<file path="src/core/cfps_pkg.sv">
// constants and types for the fetch, pc and return stack sequencer
// Contract
// - four one-hot phases from the input clock
// - pc advances phase one, word captured phase four
// - fetch one cycle, execute next, overlapped
// - pc-changing instruction discards prefetch, two cycles
// - instruction latch loads phase one, executes after
// - operand read phase two, result write four
// - status bit five selects data bank
// - first 32 per bank special, 20h-7Fh ram
// - bank 1 F0h-FFh alias bank 0 70h-7Fh
// - registers reachable direct or through pointer
// - 13-bit pc, low byte writable, top latched
// - every reset clears the whole pc
// - low byte write loads top from latch
// - call and jump take latch bits four, three
// - eight-entry 13-bit stack, hidden pointer
// - push pc on call or interrupt vectoring
// - pop on return, literal return, interrupt return
// - push and pop leave high latch alone
// - circular stack, ninth push overwrites first
// - no overflow or underflow indication, silent wrap
package cfps_pkg;
  localparam int unsigned PC_W = 13;
  localparam int unsigned IW_W = 14;
  localparam int unsigned DEPTH = 8;
  localparam int unsigned SP_W = 3;
  localparam logic [PC_W-1:0] PC_RESET = 13'h0000;
  localparam logic [PC_W-1:0] IRQ_VECTOR = 13'h0004;
  localparam logic [PC_W-1:0] PC_ONE = 13'h0001;
  localparam logic [SP_W-1:0] SP_ONE = 3'h1;
  localparam int unsigned BANK_BIT = 5;
  localparam int unsigned LATCH_JUMP_LO = 3;
  localparam int unsigned TARGET_W = 11;
  localparam logic [6:0] SFR_LIMIT = 7'h20;
  localparam logic [6:0] ADDR_PCL = 7'h02;
  localparam logic [6:0] ADDR_STATUS = 7'h03;
  localparam logic [6:0] ADDR_POINTER = 7'h04;
  localparam logic [6:0] ADDR_LATCH = 7'h0A;
  localparam logic [6:0] ADDR_INDIRECT = 7'h00;
  localparam logic [3:0] ALIAS_TOP = 4'hF;
  localparam logic [IW_W-1:0] OP_RETURN = 14'h0008;
  localparam logic [IW_W-1:0] OP_EXIT_FROM_INTERRUPT = 14'h0009;
  localparam logic [IW_W-1:0] OP_NOP = 14'h0000;

  typedef enum logic [3:0] {
    PH_ONE = 4'h1,
    PH_TWO = 4'h2,
    PH_THREE = 4'h4,
    PH_FOUR = 4'h8
  } cfps_phase_e;
endpackage : cfps_pkg

</file>
<file path="src/core/cfps_phase_gen.sv">
// divide-by-four phase sequencer
`timescale 1ns/100ps
`default_nettype none
module cfps_phase_gen
  import cfps_pkg::*;
(
  input wire logic clk_i,
  input wire logic rst_n_i,
  input wire logic en_i,
  output cfps_phase_e phase_o
);
  typedef struct packed {
    cfps_phase_e ph;
  } cfps_ph_s;

  cfps_ph_s s_q;
  cfps_ph_s s_d;

  always_comb begin
    s_d = s_q;
    case (s_q.ph)
      PH_ONE: s_d.ph = PH_TWO;
      PH_TWO: s_d.ph = PH_THREE;
      PH_THREE: s_d.ph = PH_FOUR;
      PH_FOUR: s_d.ph = PH_ONE;
      default: s_d.ph = PH_ONE;
    endcase
  end

  always_ff @(posedge clk_i or negedge rst_n_i) begin
    if (!rst_n_i) begin
      s_q <= '{ph: PH_ONE};
    end else if (en_i) begin
      s_q <= s_d;
    end
  end

  assign phase_o = s_q.ph;
endmodule : cfps_phase_gen
`default_nettype wire

</file>
<file path="src/core/cfps_sequencer.sv">
// fetch/execute sequencer with pc, return stack and data addressing
`timescale 1ns/100ps
`default_nettype none
module cfps_sequencer
  import cfps_pkg::*;
(
  input wire logic clk_i,
  input wire logic rst_n_i,
  input wire logic en_i,
  // program memory
  output logic [PC_W-1:0] pmem_addr_o,
  input wire logic [IW_W-1:0] pmem_data_i,
  // execute unit, same clock
  input wire logic [7:0] dest_data_i,
  input wire logic skip_i,
  input wire logic irq_i,
  output logic irq_ack_o,
  // data register file
  output logic [7:0] dmem_addr_o,
  output logic dmem_rd_o,
  output logic dmem_wr_o,
  output logic [7:0] dmem_wdata_o,
  output logic dmem_sfr_o,
  // visible state
  output logic [IW_W-1:0] instr_word_o,
  output logic instr_valid_o,
  output logic [PC_W-1:0] pc_o,
  output logic [7:0] pc_low_byte_o,
  output logic [4:0] pc_high_latch_o,
  output logic bank_select_bit_o,
  output logic [7:0] indirect_pointer_reg_o,
  output logic [3:0] phase_o
);
  typedef struct packed {
    logic [PC_W-1:0] pc;
    logic [PC_W-1:0] fetch_addr;
    logic [IW_W-1:0] prefetch;
    logic pre_valid;
    logic [IW_W-1:0] instruction_word_latch;
    logic ir_valid;
    logic [4:0] pc_high_latch;
    logic bank_select_bit;
    logic [7:0] indirect_pointer_reg;
    logic [SP_W-1:0] sp;
    logic [7:0] dmem_addr;
    logic dmem_rd;
    logic dmem_wr;
    logic [7:0] dmem_wdata;
    logic dmem_sfr;
    logic irq_ack;
  } cfps_top_s;

  cfps_top_s s_q;
  cfps_top_s s_d;
  cfps_phase_e phase;
  logic stk_we;
  logic [SP_W-1:0] stk_waddr;
  logic [PC_W-1:0] stk_wdata;
  logic [SP_W-1:0] stk_raddr;
  logic [PC_W-1:0] stk_rdata;

  // banked address of the file operand, pointer used for the indirect slot
  function automatic logic [7:0] map_addr(
    input logic [IW_W-1:0] iw,
    input logic bank,
    input logic [7:0] ptr
  );
    logic [7:0] a;
    if (iw[6:0] == ADDR_INDIRECT) begin
      a = ptr;
    end else begin
      a = {bank, iw[6:0]};
    end
    if (a[7:4] == ALIAS_TOP) begin
      a = {1'b0, a[6:0]};
    end
    return a;
  endfunction : map_addr

  // instruction names a file register it reads
  function automatic logic file_op(input logic [IW_W-1:0] iw);
    logic r;
    r = 1'b0;
    if (iw[13:12] == 2'b00 && iw[11:7] != 5'b00000) begin
      r = 1'b1;
    end
    if (iw[13:12] == 2'b01) begin
      r = 1'b1;
    end
    return r;
  endfunction : file_op

  // instruction writes its file register back
  function automatic logic file_wr(input logic [IW_W-1:0] iw);
    logic r;
    r = 1'b0;
    if (iw[13:12] == 2'b00 && iw[11:8] != 4'h0 && iw[7]) begin
      r = 1'b1;
    end
    if (iw[13:7] == 7'b0000001) begin
      r = 1'b1;
    end
    if (iw[13:11] == 3'b010) begin
      r = 1'b1;
    end
    return r;
  endfunction : file_wr

  cfps_phase_gen u_phase (
    .clk_i(clk_i),
    .rst_n_i(rst_n_i),
    .en_i(en_i),
    .phase_o(phase)
  );

  cfps_stack_mem u_stack (
    .clk_i(clk_i),
    .rst_n_i(rst_n_i),
    .en_i(en_i),
    .we_i(stk_we),
    .waddr_i(stk_waddr),
    .wdata_i(stk_wdata),
    .raddr_i(stk_raddr),
    .rdata_o(stk_rdata)
  );

  // top of stack is always being read, so it is ready by phase four
  assign stk_raddr = s_q.sp - SP_ONE;

  always_comb begin
    logic [IW_W-1:0] iw;
    logic is_call;
    logic is_goto;
    logic is_ret;
    logic xfer;
    logic [7:0] fa;
    iw = s_q.instruction_word_latch;
    is_call = 1'b0;
    is_goto = 1'b0;
    is_ret = 1'b0;
    xfer = 1'b0;
    fa = map_addr(iw, s_q.bank_select_bit, s_q.indirect_pointer_reg);
    s_d = s_q;
    s_d.dmem_rd = 1'b0;
    s_d.dmem_wr = 1'b0;
    s_d.irq_ack = 1'b0;
    stk_we = 1'b0;
    stk_waddr = s_q.sp;
    stk_wdata = s_q.fetch_addr;
    if (s_q.ir_valid) begin
      is_call = (iw[13:11] == 3'b100);
      is_goto = (iw[13:11] == 3'b101);
      is_ret = (iw == OP_RETURN) || (iw == OP_EXIT_FROM_INTERRUPT) ||
               (iw[13:10] == 4'b1101);
    end
    case (phase)
      PH_ONE: begin
        s_d.instruction_word_latch = s_q.prefetch;
        s_d.ir_valid = s_q.pre_valid;
        s_d.fetch_addr = s_q.pc;
        s_d.pc = s_q.pc + PC_ONE;
      end
      PH_TWO: begin
        if (s_q.ir_valid && file_op(iw)) begin
          s_d.dmem_rd = 1'b1;
          s_d.dmem_addr = fa;
          s_d.dmem_sfr = (fa[6:0] < SFR_LIMIT);
        end
      end
      PH_THREE: begin
        s_d.dmem_sfr = s_q.dmem_sfr;
      end
      PH_FOUR: begin
        s_d.prefetch = pmem_data_i;
        s_d.pre_valid = 1'b1;
        if (is_call || is_goto) begin
          s_d.pc = {s_q.pc_high_latch[4:LATCH_JUMP_LO],
                    iw[TARGET_W-1:0]};
          xfer = 1'b1;
        end
        if (is_call) begin
          stk_we = 1'b1;
          s_d.sp = s_q.sp + SP_ONE;
        end
        if (is_ret) begin
          s_d.pc = stk_rdata;
          s_d.sp = s_q.sp - SP_ONE;
          xfer = 1'b1;
        end
        if (s_q.ir_valid && file_wr(iw)) begin
          s_d.dmem_wr = 1'b1;
          s_d.dmem_addr = fa;
          s_d.dmem_wdata = dest_data_i;
          s_d.dmem_sfr = (fa[6:0] < SFR_LIMIT);
          case (fa[6:0])
            ADDR_PCL: begin
              s_d.pc = {s_q.pc_high_latch, dest_data_i};
              xfer = 1'b1;
            end
            ADDR_LATCH: begin
              s_d.pc_high_latch = dest_data_i[4:0];
            end
            ADDR_STATUS: begin
              s_d.bank_select_bit = dest_data_i[BANK_BIT];
            end
            ADDR_POINTER: begin
              s_d.indirect_pointer_reg = dest_data_i;
            end
            default: begin
              s_d.dmem_sfr = s_d.dmem_sfr;
            end
          endcase
        end
        if (irq_i && !xfer) begin
          stk_we = 1'b1;
          s_d.sp = s_q.sp + SP_ONE;
          s_d.pc = IRQ_VECTOR;
          s_d.irq_ack = 1'b1;
          xfer = 1'b1;
        end
        if (xfer || (s_q.ir_valid && skip_i)) begin
          s_d.pre_valid = 1'b0;
        end
      end
      default: begin
        s_d.dmem_sfr = s_q.dmem_sfr;
      end
    endcase
  end

  always_ff @(posedge clk_i or negedge rst_n_i) begin
    if (!rst_n_i) begin
      s_q <= '0;
      s_q.prefetch <= OP_NOP;
      s_q.instruction_word_latch <= OP_NOP;
      s_q.pc <= PC_RESET;
      s_q.fetch_addr <= PC_RESET;
    end else if (en_i) begin
      s_q <= s_d;
    end
  end

  assign pmem_addr_o = s_q.fetch_addr;
  assign irq_ack_o = s_q.irq_ack;
  assign dmem_addr_o = s_q.dmem_addr;
  assign dmem_rd_o = s_q.dmem_rd;
  assign dmem_wr_o = s_q.dmem_wr;
  assign dmem_wdata_o = s_q.dmem_wdata;
  assign dmem_sfr_o = s_q.dmem_sfr;
  assign instr_word_o = s_q.instruction_word_latch;
  assign instr_valid_o = s_q.ir_valid;
  assign pc_o = s_q.pc;
  assign pc_low_byte_o = s_q.fetch_addr[7:0];
  assign pc_high_latch_o = s_q.pc_high_latch;
  assign bank_select_bit_o = s_q.bank_select_bit;
  assign indirect_pointer_reg_o = s_q.indirect_pointer_reg;
  assign phase_o = phase;
endmodule : cfps_sequencer
`default_nettype wire

</file>
<file path="src/core/cfps_stack_mem.sv">
// eight-word return stack storage with registered read data
`timescale 1ns/100ps
`default_nettype none
module cfps_stack_mem
  import cfps_pkg::*;
(
  input wire logic clk_i,
  input wire logic rst_n_i,
  input wire logic en_i,
  input wire logic we_i,
  input wire logic [SP_W-1:0] waddr_i,
  input wire logic [PC_W-1:0] wdata_i,
  input wire logic [SP_W-1:0] raddr_i,
  output logic [PC_W-1:0] rdata_o
);
  typedef struct packed {
    logic [DEPTH-1:0][PC_W-1:0] mem;
    logic [PC_W-1:0] rd;
  } cfps_mem_s;

  cfps_mem_s s_q;
  cfps_mem_s s_d;

  always_comb begin
    s_d = s_q;
    s_d.rd = s_q.mem[raddr_i];
    if (we_i) begin
      s_d.mem[waddr_i] = wdata_i;
    end
  end

  always_ff @(posedge clk_i or negedge rst_n_i) begin
    if (!rst_n_i) begin
      s_q <= '0;
    end else if (en_i) begin
      s_q <= s_d;
    end
  end

  assign rdata_o = s_q.rd;
endmodule : cfps_stack_mem
`default_nettype wire
</file>
<file path="config.mk">
export PLATFORM = sky130hd
export DESIGN_NAME = cfps_sequencer
export DESIGN_NICKNAME = d
export VERILOG_FILES = /design/src/core/cfps_pkg.sv /design/src/core/cfps_phase_gen.sv /design/src/core/cfps_sequencer.sv /design/src/core/cfps_stack_mem.sv
export SDC_FILE = /design/constraint.sdc
export NUM_CORES = 1
export LEC_CHECK = 0
export BUFFER_PORTS_ARGS = -buffer_cell sky130_fd_sc_hd__clkbuf_2
export CORE_MARGIN = 2
export CORE_UTILIZATION = 40
export CTS_CLUSTER_DIAMETER = 200
export CTS_CLUSTER_SIZE = 40
export DETAILED_ROUTE_END_ITERATION = 10
export MAX_ROUTING_LAYER = met4
export SLEW_MARGIN = 20
export SYNTH_ARGS = -nofsm -noshare
export SYNTH_HDL_FRONTEND = slang
export SYNTH_SLANG_ARGS = --single-unit
</file>
<file path="constraint.sdc">
create_clock -name clk_i -period 3.4 [get_ports clk_i]
set_clock_uncertainty 0.05 [all_clocks]
set_input_delay 0.68 -clock clk_i [delete_from_list [all_inputs] [get_ports clk_i]]
set_output_delay 0.68 -clock clk_i [all_outputs]
set_load 0.01 [all_outputs]
</file>
==> impl_metrics.ini, run 1 <==
[status]
status = completed

[synthesis]
ys_seq_elements = 214
synthFlopType = dfrtp_1
yosysTopAreaCell = dfrtp_1
synth_top_area_share_pct = 51.01
syn_area_sq_um = 10450
async_flop_share_pct = 100.0
ys_warn_count = 0
ys_seq_area_share_pct = 51.26
yosys.cell_types.count = 61
synthTopCellsByArea = dfrtp_1 51%, mux2_2 13%, nand2_1 6.5%
synth_nets = 955
syn_inst = 925
synth-edff-count = 0
avgSynthCellArea_sq_um = 11.30

[timing]
relSlewSlack_pct = 41.91
worst_slack_ns = 0.3235
rsz0062_at_grt = no
fin_setup_tns_ns = 0
period_minus_slack_ns = 3.076
max_freq_mhz = 325.0
post-route-period-util_pct = 90.48
maxSlewViolCount = 0
finalSetupViolCount = 0
worst_slew_pin_slew_ns = 0.8714
finalHoldViolCount = 0

[placed_design]
dp_hpwl_um = 17650
gp_congestion = 0.8283
portBuffers = 113
place_area_sq_um = 10970
preCtsSetupSlack_ns = 0.3790

[power_and_ir_drop]
leakagePower_nw = 5.508
power_density_nw_per_um2 = 599.1
peakVddDrop_mv = 0.3381

[finish]
drive_gt1_share_pct = 33.51
area_growth_pct = 7.531
diodes = 0
nNetsFinal = 987
n_fill_cell = 2466
register_area_sq_um = 5358
final_cell_mix = 212 x dfrtp_1, 182 x nand2_1, 119 x mux2_2
stdcell_area_sq_um = 11240
layout_commonest_cell = dfrtp_1
multiInputGateArea_sq_um = 4283

[setup_path]
worstSetupStartpointType = register
crit_family = simple AND/OR/NAND/NOR gates
reg2reg_slack_ns = 0.32
crit_chain = nor4_2 > a31oi_1 > or4_4 > a31oi_4 > or4b_1 > buf_4 > mux2_2
critPathArrivalTime_ns = 3.40
reg2regPathDepth = 7
cp-end-kind = register
critical_path_class = reg -> reg
cpPeakStageDelay_ns = 0.66
cp.required_ns = 3.72
path_depth = 7
cp_max_fo = 13
slowest_stage = or4_4
path_buf_inv = 1

[routing]
vias = 7033
wl_met3_um = 1047
wl_met1_um = 11610
wl_per_cell_um = 19.81
viasPerCell = 5.439
drc = 0
postRouteAntennaNets = 0
routed_wirelength_um = 25620
dr.pass1.iters = 5
dr.max_layer_used = met4
wl_met2_um = 12280
drt_iter0_drc = 589

[cts]
cts_resized = 0
cts_tree = yes
cts.sinks = 214
clk_pin_slew_ns = 0.15
clk_latency_ns = 0.49
post_cts.repair.setup_buffers = 0
cts_max_path_buffers = 3
hold_buffers = 0
htreeDepth = 1
numCtsBuffers = 9
root_buffer = clkbuf_16

[grt]
grt_pass1_vias = 7160
grt_max_degree = 83
grt_util_all_layers_pct = 19.21
grt_overflow_total = 0
grt_first_pass_wirelength_um = 41110
antenna_found_initial = 0

[hold_path]
hp-class = in -> async

[floorplan]
rows = 59
io_pins = 114
initial_core_util_pct = 40.45
chipHeight_um = 165.6
die_width_um = 165.6
coreArea_sq_um = 25840
fp.dieArea_sq_um = 27430

[job]
maxCapViolations = 0
[area by class of cell]
type / instances / share of cell area, %
Clock inverter: 1 / 0.2672
Multi-Input combinational cell: 569 / 38.11
Tap cell: 335 / 3.730
Sequential cell: 214 / 47.68
Timing Repair Buffer: 147 / 7.605
Inverter: 16 / 0.5345
Clock buffer: 11 / 2.071
[state kept, by name, indices dropped and copies added (netlist names), 3 cells and up]
register / cells
u_stack.rdata_o: 13
u_stack.s_q: 104
pc_high_latch_o: 5
instr_word_o: 14
dmem_addr_o: 8
indirect_pointer_reg_o: 8
s_q: 15
u_phase.phase_o: 4
pmem_addr_o: 13
pc_o: 13
dmem_wdata_o: 8
stk_waddr: 3
[cell usage after synthesis, types with 4 or more instances]
cell type / n
a21oi_1: 30
buf_4: 79
buf_2: 10
nand4_1: 6
nor2_1: 29
buf_1: 8
dfrtp_1: 213
nand3_1: 9
a31oi_1: 12
nor3_1: 10
nor4_1: 5
nor4_2: 4
mux4_2: 26
o21ai_0: 24
nor3b_1: 7
mux2_2: 119
o31ai_1: 6
nand2b_1: 4
o211ai_1: 15
nand2_1: 182
inv_1: 15
mux2i_1: 23
clkbuf_1: 29
[worst register-to-register path, stage by stage (launching register included)]
cell and delay (ns):
dfrtp_1 0.52, nor4_2 0.35, a31oi_1 0.23, or4_4 0.66, a31oi_4 0.37, or4b_1 0.18, buf_4 0.23, mux2_2 0.37
[worst paths after layout]
check,start,endpoint
worst min register to register,s_q[65],instr_word_o[12]
worst max-delay path,instr_word_o[5],u_stack.s_q[90]
worst min-delay path,rst_n_i,s_q[66]
worst max register to register,instr_word_o[5],u_stack.s_q[90]
min in group clk_i,pmem_data_i[1],s_q[54]
max in group asynchronous,rst_n_i,pmem_addr_o[4]
[layer usage]
metal,global-route usage [%],vias to the layer above
li1,-,3234
met5,-,-
met1,25.70,3606
met3,2.509,31
met4,5.255,0
met2,31.01,162
[logic make-up (layout without fill, tap and decap cells)]
group / after synthesis / after routing / synth area share (%)
compound gates: 115 / 115 / 7.208
xor+xnor: 3 / 3 / 0.2515
fa+ha+maj: 3 / 3 / 0.3592
buf+inv: 142 / 175 / 8.058
flops: 214 / 214 / 51.26
mux: 168 / 168 / 20.63
simple gates: 280 / 280 / 12.24
[power by group]
group,total (mW),leakage (nW),internal (mW),switching (mW)
logic,2.10,2.46,0.830,1.27
clock network,1.33,0.125,0.510,0.821
registers,3.30,2.92,2.84,0.459
[per-stage QoR]
stage	hold slack, ns	power [mW]	utilization [%]	instances
6_report	0.1562	6.732	43.49	1293
5_1_grt	0.1992	7.144	43.49	1293
4_1_cts	0.1860	6.790	43.49	1293
3_5_place_dp	0.4018	5.466	42.47	1281
3_3_place_gp	0.4019	5.463	42.47	1281
2_1_floorplan	0.3344	4.795	-	925
No activity file was read; power rests on OpenSTA's default activity.
==> inputs of run 2 (changes only) <==
--- a/config.mk
+++ b/config.mk
@@ -13,4 +13,5 @@
 export DETAILED_ROUTE_END_ITERATION = 10
 export MAX_ROUTING_LAYER = met4
+export PLACE_DENSITY = 0.54
 export SLEW_MARGIN = 20
 export SYNTH_ARGS = -nofsm -noshare
==> constraint.sdc (replaced) <==
create_clock -name clk_i -period 3.4 [get_ports clk_i]
set_clock_uncertainty 0.05 [all_clocks]
set_input_delay 1.02 -clock clk_i [delete_from_list [all_inputs] [get_ports clk_i]]
set_output_delay 1.02 -clock clk_i [all_outputs]
set_load 0.01 [all_outputs]
==> run 2 against run 1 <==
Register-to-register slack lost 0.05 ns. Setup slack lost 0.052 ns. Highest routed layer unchanged. Worst hold slack gained 0.22 ns. Wire length grew 2.1%. Utilization grew 0.21 points. Sequential cell count is the same. Clock-buffer cell count is the same. Critical path type unchanged. Critical path depth is the same. Fmax shrank 1.7%. Combinational power is essentially flat. Clock power is essentially flat. First-iteration DRC count shrank 22%.
==> impl_metrics.ini, run 2 (synthesized netlist as in run 1, its figures left out) <==
[timing]
worst_slew_pin_slew_ns = 0.8666
relSlewSlack_pct = 42.23
finalHoldViolCount = 0
maxSlewViolCount = 0
period_minus_slack_ns = 3.128
fin_setup_tns_ns = 0
finalSetupViolCount = 0
max_freq_mhz = 319.7
post-route-period-util_pct = 92.00
rsz0062_at_grt = no

[power_and_ir_drop]
peakVddDrop_mv = 0.3816
leakagePower_nw = 5.539
power_density_nw_per_um2 = 595.5
p_total_mw = 6.724

[floorplan]
initial_core_util_pct = 40.45
fp.dieArea_sq_um = 27430
io_pins = 114
coreArea_sq_um = 25840
die_width_um = 165.6
chipHeight_um = 165.6
rows = 59

[setup_path]
cp.required_ns = 3.69
cp_max_fo = 13
cp-end-kind = register
critical_path_class = reg -> reg
critPathArrivalTime_ns = 3.42
reg2regPathDepth = 7
worstSetupStartpointType = register

[cts]
clk_latency_ns = 0.49
root_buffer = clkbuf_16
cts_tree = yes
post_cts.repair.setup_buffers = 0
htreeDepth = 1
cts_max_path_buffers = 3
cts.sinks = 214
clk_pin_slew_ns = 0.15
cts_resized = 0
numCtsBuffers = 9
hold_buffers = 0

[routing]
drc = 0
dr.pass1.iters = 4
vias = 6950
drt_iter0_drc = 460
viasPerCell = 5.350
wl_per_cell_um = 20.13
routed_wirelength_um = 26150
postRouteAntennaNets = 0

[status]
status = completed

[finish]
largest_reg_flops = 104
register_area_sq_um = 5358
stdcell_area_sq_um = 11290
nNetsFinal = 993
instances_no_fill = 1299
area_growth_pct = 8.058
drive_gt1_share_pct = 33.92
final_util_pct = 43.70
layout_commonest_cell = dfrtp_1
max_flop_register = u_stack.s_q
final_cell_mix = 212 x dfrtp_1, 182 x nand2_1, 119 x mux2_2
diodes = 0
n_fill_cell = 2511
multiInputGateArea_sq_um = 4292

[grt]
grt_overflow_total = 0
grt_util_all_layers_pct = 19.61
grt_max_degree = 67
antenna_found_initial = 0
grt_pass1_vias = 6884
grt_first_pass_wirelength_um = 41440

[hold_path]
hp-class = in -> async

[placed_design]
place_area_sq_um = 11030
dpl.cell_count = 1287
portBuffers = 113
dp_hpwl_um = 18200
gp_congestion = 0.8166

[job]
maxCapViolations = 0
## run 2: cell types whose count changed in the layout (fill, tap and decap cells not counted), sizes merged
cell    previous run  this run
buf               34        41
clkbuf           124       123
## run 2: report_power, final
group / total (mW) / leakage (nW) / internal [mW] / switching (mW)
clock network: 1.32 / 0.125 / 0.510 / 0.809
registers: 3.33 / 2.92 / 2.84 / 0.490
logic: 2.08 / 2.49 / 0.819 / 1.26
## run 2: final cells by class
cell class / instances / share of cell area (%)
Inverter: 16 / 0.5319
Clock buffer: 11 / 2.061
Tap cell: 335 / 3.712
Timing Repair Buffer: 153 / 7.978
Sequential cell: 214 / 47.45
Multi-Input combinational cell: 569 / 38.01
Clock inverter: 1 / 0.2659
## run 2: critical path, cell delays in order, from the launching register on
cell and delay [ns]:
dfrtp_1 0.50, nor4_2 0.38, a31oi_1 0.23, or4_4 0.67, a31oi_4 0.38, or4b_1 0.18, buf_4 0.23, mux2_2 0.35
## run 2: per-stage QoR
stage	setup slack [ns]	hold slack, ns
after floorplan	0.5092	0.3886
after global routing	0.1148	0.4096
after CTS	0.2764	0.4190
final	0.2719	0.3812
after global placement	0.3929	0.4013
after detailed placement	0.3450	0.4125
## run 2: path summary, 6_finish.rpt
check | start | endpoint | slack (ns)
worst min-delay path | rst_n_i | s_q[54] | 0.38
worst min register to register | s_q[58] | instr_word_o[5] | 0.44
max in group asynchronous | rst_n_i | u_stack.s_q[56] | 2.15
min in group clk_i | s_q[58] | instr_word_o[5] | 0.44
worst max register to register | instr_word_o[4] | u_stack.s_q[80] | 0.27
worst max-delay path | instr_word_o[4] | u_stack.s_q[80] | 0.27
## run 2: layer usage
layer  wire length [um]  GRT usage (%)  up-vias
li1                   -              -     3254
met1              11740          26.48     3513
met2              12770          31.72      154
met3               1105          2.652       29
met4                533          4.499        0
met5                  0              -        -
